==> config.mk <==
export PLATFORM = sky130hd
export DESIGN_NAME = fmac_regs
export DESIGN_NICKNAME = d
export VERILOG_FILES = /design/src/fmac_pkg.sv /design/src/fmac_edge.sv /design/src/fmac_regs.sv
export SDC_FILE = /design/constraint.sdc
export NUM_CORES = 1
export LEC_CHECK = 0
export BUFFER_PORTS_ARGS = -buffer_cell sky130_fd_sc_hd__buf_2
export CAP_MARGIN = 20
export CORE_AREA = 2 2 79 81
export CTS_CLUSTER_DIAMETER = 80
export DETAILED_ROUTE_END_ITERATION = 10
export DIE_AREA = 0 0 81 83
export HOLD_SLACK_MARGIN = 0.12
export PLACE_DENSITY = 0.8
export SYNTH_ARGS = -nofsm -noshare
export SYNTH_HDL_FRONTEND = slang
export SYNTH_SLANG_ARGS = --single-unit
==> constraint.sdc <==
create_clock -name clk_i -period 3.35 [get_ports clk_i]
set_input_delay 0.8375 -clock clk_i [delete_from_list [all_inputs] [get_ports clk_i]]
set_output_delay 0.8375 -clock clk_i [all_outputs]
set_load 0.005 [all_outputs]
==> src/fmac_pkg.sv <==
package fmac_pkg;
   // register offsets
   localparam logic [7:0] FAULT_MASK_ADDR = 8'h14;
   localparam logic [7:0] ADC_CTRL_ADDR = 8'h15;
   localparam logic [7:0] CHAN_DIS_ADDR = 8'h16;
   // reset values
   localparam logic [7:0] FAULT_MASK_RST = 8'h00;
   localparam logic [7:0] ADC_CTRL_RST = 8'h30;
   localparam logic [7:0] CHAN_DIS_RST = 8'h00;
   // writable bits
   localparam logic [7:0] FAULT_MASK_WMASK = 8'hD8;
   localparam logic [7:0] ADC_CTRL_WMASK = 8'hF0;
   localparam logic [7:0] CHAN_DIS_WMASK = 8'hF7;
   // field positions
   localparam int OVP_BIT = 7;
   localparam int THERMAL_SHUTDOWN_FAULT_BIT = 6;
   localparam int TMR_BIT = 4;
   localparam int SNS_BIT = 3;
   localparam int ADC_EN_BIT = 7;
   localparam int ADC_RATE_BIT = 6;
   localparam int ADC_SAMPLE_LSB = 4;
   // cycles per channel conversion, per resolution code
   localparam logic [15:0] CONV_CYC_15B = 16'h0040;
   localparam logic [15:0] CONV_CYC_14B = 16'h0020;
   localparam logic [15:0] CONV_CYC_13B = 16'h0010;
   localparam logic [15:0] CONV_CYC_12B = 16'h0008;
   localparam int NUM_CHAN = 8;

   typedef struct packed {
      logic input_overvoltage_fault;
      logic thermal_shutdown_fault;
      logic safety_timer_fault;
      logic sense_short_fault;
   } fmac_faults_s;

   typedef struct packed {
      logic wr;
      logic rd;
      logic [7:0] addr;
      logic [7:0] wdata;
   } fmac_req_s;
endpackage

==> src/fmac_edge.sv <==
`timescale 1ns/10ps
module fmac_edge #(
   parameter int WIDTH = 4
) (
   // clock and reset
   input wire logic clk_i,
   input wire logic rstn_i,
   input wire logic reg_rst_i,
   // levels in, rising pulses out
   input wire logic [WIDTH-1:0] level_i,
   output logic [WIDTH-1:0] rise_o
);
   logic [WIDTH-1:0] prev;
   logic [WIDTH-1:0] next_prev;
   logic [WIDTH-1:0] next_rise;

   // refuse an empty level vector
   if (WIDTH < 1) begin : g_width_check
      $error("fmac_edge needs at least one level");
   end

   always_comb begin
      next_prev = level_i;
      next_rise = reg_rst_i ? '0 : (level_i & ~prev);
   end

   always_ff @(posedge clk_i or negedge rstn_i) begin
      if (!rstn_i) begin
         prev <= '0;
         rise_o <= '0;
      end else begin
         prev <= next_prev;
         rise_o <= next_rise;
      end
   end
endmodule

==> src/fmac_regs.sv <==
`timescale 1ns/10ps
module fmac_regs (
   // clock and reset
   input wire logic clk_i,
   input wire logic rstn_i,
   // resets from the device
   input wire logic reg_rst_i,
   input wire logic watchdog_expire_i,
   // register access port
   input wire fmac_pkg::fmac_req_s req_i,
   output logic [7:0] rdata_o,
   // fault levels and other mask
   input wire fmac_pkg::fmac_faults_s faults_i,
   input wire logic adc_done_irq_mask_i,
   // adc controls out
   output logic adc_enable_o,
   output logic adc_one_shot_o,
   output logic [1:0] adc_sample_o,
   output logic [7:0] adc_channel_disable_o,
   output logic [2:0] adc_channel_o,
   output logic adc_convert_o,
   output logic adc_done_o,
   // flags and interrupt
   output logic [2:0] fault_flags_o,
   output logic int_pulse_o
);
   logic [7:0] fault_interrupt_mask;
   logic [7:0] adc_control;
   logic [7:0] adc_channel_disable;
   logic [2:0] flags;
   logic [2:0] chan;
   logic [15:0] cyc;
   logic [7:0] next_fault_interrupt_mask;
   logic [7:0] next_adc_control;
   logic [7:0] next_adc_channel_disable;
   logic [2:0] next_flags;
   logic [2:0] next_chan;
   logic [15:0] next_cyc;
   logic [7:0] next_rdata;
   logic next_int;
   logic next_done;
   logic [3:0] rise;
   logic [15:0] conv_len;
   logic chan_last;
   logic done_ev;
   logic [2:0] next_chan_idx;
   logic found;
   logic convert;
   logic next_convert;

   fmac_edge #(.WIDTH(4)) u_edge (
      .clk_i(clk_i),
      .rstn_i(rstn_i),
      .reg_rst_i(reg_rst_i),
      .level_i(faults_i),
      .rise_o(rise)
   );

   always_comb begin
      unique case (adc_control[5:4])
         2'b00: conv_len = fmac_pkg::CONV_CYC_15B;
         2'b01: conv_len = fmac_pkg::CONV_CYC_14B;
         2'b10: conv_len = fmac_pkg::CONV_CYC_13B;
         2'b11: conv_len = fmac_pkg::CONV_CYC_12B;
      endcase
      found = 1'b0;
      next_chan_idx = chan;
      for (int i = fmac_pkg::NUM_CHAN - 1; i >= 0; i--) begin
         if (!found && i < int'(chan) && !adc_channel_disable[i]
            && fmac_pkg::CHAN_DIS_WMASK[i]) begin
            found = 1'b1;
            next_chan_idx = 3'(i);
         end
      end
      chan_last = !found;
   end

   always_comb begin
      next_fault_interrupt_mask = fault_interrupt_mask;
      next_adc_control = adc_control;
      next_adc_channel_disable = adc_channel_disable;
      next_flags = flags;
      next_chan = chan;
      next_cyc = cyc;
      next_done = 1'b0;
      done_ev = 1'b0;
      if (adc_control[fmac_pkg::ADC_EN_BIT]) begin
         if (cyc + 16'h0001 >= conv_len) begin
            next_cyc = '0;
            if (chan_last) begin
               next_chan = 3'h7;
               if (adc_control[fmac_pkg::ADC_RATE_BIT]) begin
                  next_adc_control[fmac_pkg::ADC_EN_BIT] = 1'b0;
                  done_ev = 1'b1;
                  next_done = 1'b1;
               end
            end else begin
               next_chan = next_chan_idx;
            end
         end else begin
            next_cyc = cyc + 16'h0001;
         end
      end else begin
         next_cyc = '0;
         next_chan = 3'h7;
      end
      next_flags = flags | {rise[3], rise[2], rise[1]};
      if (req_i.wr) begin
         unique case (req_i.addr)
            fmac_pkg::FAULT_MASK_ADDR: next_fault_interrupt_mask =
               req_i.wdata & fmac_pkg::FAULT_MASK_WMASK;
            fmac_pkg::ADC_CTRL_ADDR: next_adc_control =
               req_i.wdata & fmac_pkg::ADC_CTRL_WMASK;
            fmac_pkg::CHAN_DIS_ADDR: next_adc_channel_disable =
               req_i.wdata & fmac_pkg::CHAN_DIS_WMASK;
            default: ;
         endcase
      end
      if (watchdog_expire_i) begin
         next_adc_control[fmac_pkg::ADC_EN_BIT] = 1'b0;
      end
      if (reg_rst_i) begin
         next_fault_interrupt_mask = fmac_pkg::FAULT_MASK_RST;
         next_adc_control = fmac_pkg::ADC_CTRL_RST;
         next_adc_channel_disable = fmac_pkg::CHAN_DIS_RST;
         next_flags = '0;
         next_chan = 3'h7;
         next_cyc = '0;
         done_ev = 1'b0;
         next_done = 1'b0;
      end
      next_convert = next_adc_control[fmac_pkg::ADC_EN_BIT]
         & ~next_adc_channel_disable[next_chan];
      next_int = rise[3] & ~fault_interrupt_mask[fmac_pkg::OVP_BIT];
      next_int = next_int
         | (rise[2] & ~fault_interrupt_mask[fmac_pkg::THERMAL_SHUTDOWN_FAULT_BIT]);
      next_int = next_int
         | (rise[1] & ~fault_interrupt_mask[fmac_pkg::TMR_BIT]);
      next_int = next_int
         | (rise[0] & ~fault_interrupt_mask[fmac_pkg::SNS_BIT]);
      next_int = next_int | (done_ev & ~adc_done_irq_mask_i);
      next_rdata = 8'h00;
      if (req_i.rd) begin
         unique case (req_i.addr)
            fmac_pkg::FAULT_MASK_ADDR: next_rdata = fault_interrupt_mask;
            fmac_pkg::ADC_CTRL_ADDR: next_rdata = adc_control;
            fmac_pkg::CHAN_DIS_ADDR: next_rdata = adc_channel_disable;
            default: next_rdata = 8'h00;
         endcase
      end
   end

   always_ff @(posedge clk_i or negedge rstn_i) begin
      if (!rstn_i) begin
         fault_interrupt_mask <= fmac_pkg::FAULT_MASK_RST;
         adc_control <= fmac_pkg::ADC_CTRL_RST;
         adc_channel_disable <= fmac_pkg::CHAN_DIS_RST;
         flags <= '0;
         chan <= 3'h7;
         cyc <= '0;
         rdata_o <= 8'h00;
         int_pulse_o <= 1'b0;
         adc_done_o <= 1'b0;
         convert <= 1'b0;
      end else begin
         fault_interrupt_mask <= next_fault_interrupt_mask;
         adc_control <= next_adc_control;
         adc_channel_disable <= next_adc_channel_disable;
         flags <= next_flags;
         chan <= next_chan;
         cyc <= next_cyc;
         rdata_o <= next_rdata;
         int_pulse_o <= next_int;
         adc_done_o <= next_done;
         convert <= next_convert;
      end
   end

   // outputs straight from state
   assign adc_enable_o = adc_control[fmac_pkg::ADC_EN_BIT];
   assign adc_one_shot_o = adc_control[fmac_pkg::ADC_RATE_BIT];
   assign adc_sample_o = adc_control[5:4];
   assign adc_channel_disable_o = adc_channel_disable;
   assign adc_channel_o = chan;
   assign adc_convert_o = convert;
   assign fault_flags_o = flags;
endmodule

# Yosys cells after proc, flatten, opt, wreduce, memory -nomap -nowiden
# Cells that the tools add are included.
# totals
reg_bits	65
# classes
reduce_logical	28
muxes	45
n_addsub	1
bitwise	19
eq_ne	6
order_cmp	8
# op_table
cell	n
8-bit two-way mux	10
16-bit one-hot mux with 4 select lines	1
16-bit two-way mux	3
3-bit two-way mux	11
8-bit by 5-bit == test with 1-bit output, second input constant	3
8-bit one-hot mux with 3 select lines	1
1-bit two-way mux	17
16-bit by 1-bit adder with 16-bit output, second input constant	1
16-bit greater-or-equal comparator	1
1-bit logical AND	11
1-bit zero test	11
3-bit less-than comparator, first input constant	3
1-bit bitwise AND	6
1-bit by 3-bit less-than comparator with 1-bit output, first input constant	2
1-bit NOT	6
2-bit nonzero test	3
4-bit bitwise AND	1
2-bit == test, second input constant	2
3-bit by 4-bit less-than comparator with 1-bit output, second input constant	1
4-bit two-way mux	1
4-bit NOT	1
1-bit OR	4
2-bit AND reduction	2
1-bit binary-select mux with 3-bit select	1
other kinds (4)	4

# Depth between registers and ports, before layout
# logic_depth
word_depth	31
ltp_mapped	14
mapped_depth_nobuf	13

# Cells and area by module
# A second synthesis with hierarchy kept.
# hier_totals
hier_cells	253
area_unflattened_um2	2737.6
# modules_own_cells
module	instances	area_per_inst_um2	seq_area_each_um2	cells_each
fmac_regs	1	2502.4	1232.4	241
fmac_edge	1	235.2	200.2	12

# Worst setup path after synthesis
# No wires, ideal clock.
# synth_timing
path_kind	register to register
from	register cyc[0]
to	register convert, in the netlist adc_convert_o
arrival_time_ns	3.027
required_time_ns	3.226
setup_slack_ns	0.199
synth_period_minus_slack_ns	3.151
setup_time_ns	0.124
path_stages_with_launch	15
path_cell_list	dfrtp_1 > ha_1 > nand3_1 > xnor2_1 > ha_1 > and3_1 > a221oi_1 > o21ai_0 > a2111oi_4 > and2_1 > buf_6 > mux2i_1 > nand2_1 > and4bb_1 > o31a_1
# synth_between
elab_chain_cells	9
elab_cells_between_ends	15
classes_between	add/sub (1); order compare (1); mux (11); bitwise (2)
# synth_lines
item	line_no	rtl
start: declaration	fmac_regs.sv:32	logic [15:0] cyc;
start signal: assignment	fmac_regs.sv:171	cyc <= next_cyc;
16-bit by 1-bit adder with 16-bit output	fmac_regs.sv:88	if (cyc + 16'h0001 >= conv_len) begin
16-bit greater-or-equal comparator	fmac_regs.sv:88	
3-bit two-way mux	fmac_regs.sv:88	
3-bit two-way mux	fmac_regs.sv:87	if (adc_control[fmac_pkg::ADC_EN_BIT]) begin
3-bit two-way mux	fmac_regs.sv:122	if (reg_rst_i) begin
net next_chan[1]	fmac_regs.sv:37	logic [2:0] next_chan;
1-bit binary-select mux with 3-bit select	fmac_regs.sv:133	& ~next_adc_channel_disable[next_chan];
1-bit two-way mux (not written as such)	fmac_regs.sv:133	
1-bit NOT	fmac_regs.sv:133	
1-bit bitwise AND	fmac_regs.sv:133	
net next_convert	fmac_regs.sv:49	logic next_convert;
end signal: assignment	fmac_regs.sv:175	convert <= next_convert;
end: declaration	fmac_regs.sv:48	logic convert;
# The timed path passes the listed nets, and every way through them passes these cells. The select of a mux whose other input is x is not followed.
# A chain may end at the register's enable or synchronous reset.

# Worst setup path after layout
# Same ends and word-level chain as after synthesis.

==> results.py <==
metrics = {
    "floorplanning": {
        "start_util_pct": 47.98,
        "ios": 56,
        "core_mm2": 0.005816,
        "rows": 28,
        "die_width_um": 81,
        "fp.dieArea_mm2": 0.006723,
        "chipHeight_um": 83,
    },
    "timing": {
        "maxClockFrequency_ghz": 0.3064,
        "finClkSkew_ns": 0.009071,
        "hold_viol": 0,
        "setup_tns_ns": 0,
        "rsz0062_at_grt": "yes",
        "setup_viol_count_final": 0,
        "tightest_slew_ns": 0.9237,
        "maxSlewViolCount": 0,
        "fin_hold_ws_ns": 0.4073,
        "period_share_pct": 97.44,
        "relSlewSlack_pct": 38.42,
        "period_needed_ns": 3.264,
        "fin_ws_ns": 0.08588,
    },
    "synth": {
        "ys_ff_latch": 57,
        "synth-main-ff-cell": "dfrtp_1",
        "synth_top_area_share_pct": 46.64,
        "synth_area_mm2": 0.002790,
        "yosysSeqAreaShare_pct": 51.35,
        "synthArstFlopShare_pct": 100.0,
        "synth_cells": 262,
        "yosysMostFrequentCell": "dfrtp_1",
        "syn_area_per_cell_um2": 10.65,
        "synth_area_leaders": "dfrtp_1 (47%), mux2i_1 (6.8%), dfstp_2 (4.7%), nor2_1 (4.7%), ha_1 (2.7%)",
        "synth_edf_count": 0,
        "yosysWarnings": 0,
        "synth_commonest_cells": "dfrtp_1 (52), nor2_1 (35), mux2i_1 (19)",
        "yosysTopAreaCell": "dfrtp_1",
        "yosysUniqueCellTypes": 56,
    },
    "clocking": {
        "clk_path_buf_depth": 2,
        "h-tree-depth": 3,
        "cts_sinks": 57,
        "clk_latency_ns": 0.34,
        "cts_tree": "done",
        "hold_buffers": 0,
        "clk_pin_slew_ns": 0.07,
        "clock-root-buffer": "clkbuf_8",
        "post_cts_buffers": 0,
        "cts_inserted_buffers": 9,
    },
    "critical_path": {
        "worst_r2r_startpoint": "cyc[0]",
        "cp_data_arrival_time_ns": 3.49,
        "start_kind": "flip-flop",
        "crit_path_start": "cyc[0]",
        "crit_fanout": 7,
        "path_cells": "ha_4 -> nand3_2 -> xnor2_2 -> ha_1 -> and3_1 -> a221oi_2 -> o21ai_1 -> a2111oi_4 -> and2_4 -> buf_4 -> o211ai_4 -> nor3_2 -> and4bb_1 -> o31a_1",
        "worst_setup_path_end_kind": "flip-flop",
        "crit_type": "reg2reg",
        "crit_required_ns": 3.57,
        "cp_num_buf_inv": 1,
        "cp_slowest_cell": "dfrtp_1",
        "critPathTopFamily": "compound AO/OA/AOI/OAI gates",
        "slowest_delay_ns": 0.42,
    },
    "grt": {
        "grt_max_degree": 44,
        "grt_pass1_vias": 2312,
        "grt_pass1_wl_um": 11140,
        "grt_overflow": 0,
        "grt_usage_pct": 21.77,
        "antenna_found_initial": 0,
    },
    "placed_design": {
        "placed_area_mm2": 0.003197,
        "place_worst_setup_slack_ns": 0.005471,
        "hpwlAfterDp_um": 4890,
        "io_buffers": 55,
        "place.gp.congestion": 0.8865,
        "dp_cells": 400,
    },
    "job": {
        "cap_violations": 0,
    },
    "final_layout": {
        "nets": 369,
        "antenna_cells": 0,
        "drive_above_1_share_pct": 30.79,
        "instances_no_fill": 416,
        "final_area_mm2": 0.003515,
        "area_growth_pct": 25.96,
        "fillers": 493,
        "utilization_pct": 60.43,
    },
    "power_and_ir_drop": {
        "fin_total_pwr_mw": 1.575,
        "power_leakage_nw": 1.729,
        "powerDensity_mw_per_mm2": 448.0,
        "ir_worst_vdd_mv": 0.3569,
    },
    "detailed_routing": {
        "vias": 2225,
        "drt_pass1_iterations": 4,
        "ant_nets": 0,
        "finalWirelength_um": 6660,
        "wl_per_cell_um": 16.01,
        "drc": 0,
        "viasPerCell": 5.349,
        "drt-initial-drc-count": 94,
    },
    "hold_path": {
        "min-delay-start": "u_edge.prev[2]",
        "hp-class": "reg2reg",
    },
    "outcome": {
        "status": "complete, no violations",
    },
}
-- layout make-up --
type / count / area (µm²) / share of cell area (%)
multi-input cells: 194 / 1359 / 38.66
clock buffers: 9 / 123.9 / 3.524
flip-flops and latches: 57 / 1433 / 40.76
clock inverters: 7 / 125.1 / 3.560
inverters: 11 / 41.29 / 1.175
repair buffers: 63 / 339.1 / 9.648
well taps: 75 / 93.84 / 2.670
-- path summary, 6_finish.rpt --
kind	endpoint	slack, ns	depth (start not counted)
min reg2reg	u_edge.rise_o[2]	0.41	1
min	u_edge.rise_o[2]	0.41	1
max in group asynchronous	cyc[15]	1.97	2
min in group asynchronous	rdata_o[6]	0.63	1
max	adc_convert_o	0.09	14
max reg2reg	adc_convert_o	0.09	14
-- cell usage in the layout (no fill, tap or decap), drive strengths merged, types with 8 or more instances in the layout --
| master | Yosys | routed |
|---|---|---|
| nand3 | 13 | 13 |
| inv | 11 | 13 |
| clkbuf | 5 | 9 |
| nand2 | 16 | 16 |
| nor2 | 35 | 35 |
| and3 | 12 | 12 |
| buf | 3 | 63 |
| conb | 1 | 9 |
| mux2i | 19 | 19 |
| nor3 | 8 | 8 |
| dfrtp | 52 | 52 |
-- cell families (layout without fill, tap and decap cells) --
group | count (synthesis) | in the layout | share of synthesized area, %
XOR/XNOR | 5 | 5 | 1.570
adder cells (fa/ha/maj) | 6 | 6 | 2.691
AO/OA/AOI/OAI | 39 | 39 | 11.79
buffers and inverters | 19 | 90 | 3.363
AND/OR/NAND/NOR | 115 | 115 | 21.88
flip-flops | 57 | 57 | 51.35
multiplexers | 20 | 20 | 7.220
other | 1 | 9 | 0.1344
-- worst register-to-register path, cell delays in order (launching register included) --
cell and delay, ns:
dfrtp_1 0.42, ha_4 0.17, nand3_2 0.10, xnor2_2 0.17, ha_1 0.32, and3_1 0.18, a221oi_2 0.23, o21ai_1 0.12
a2111oi_4 0.24, and2_4 0.25, buf_4 0.13, o211ai_4 0.15, nor3_2 0.18, and4bb_1 0.22, o31a_1 0.27
-- metal layers --
| metal | routed length [µm] | part of all wire [%] | GRT usage, % |
|---|---|---|---|
| met5 | 0 | 0 | 0 |
| met4 | 94 | 1.4 | 6.626 |
| met3 | 298 | 4.5 | 5.978 |
| met2 | 3476 | 52 | 36.06 |
| met1 | 2790 | 42 | 27.44 |
-- timing repair --
action	in CTS	in global routing
setup endpoints to repair	1	1
resized for setup	4	12
gates cloned	0	0
pin swaps	0	2
-- sequential cells by signal, summed over array words and instances, names as in the netlist --
name,cells
u_edge.rise_o,4
adc_convert_o,1
adc_done_o,1
adc_channel_o,3
adc_channel_disable_o,8
adc_control,4
rdata_o,8
fault_interrupt_mask,4
cyc,16
int_pulse_o,1
u_edge.prev,4
fault_flags_o,3
-- report_power, final --
group          switching, mW  total (mW)  internal (mW)
Combinational         0.0415      0.0696         0.0281
Clock                  0.294       0.795          0.501
Sequential           0.00834       0.710          0.702
Total                  0.344        1.57           1.23
No activity file was read; power rests on OpenSTA's default activity.
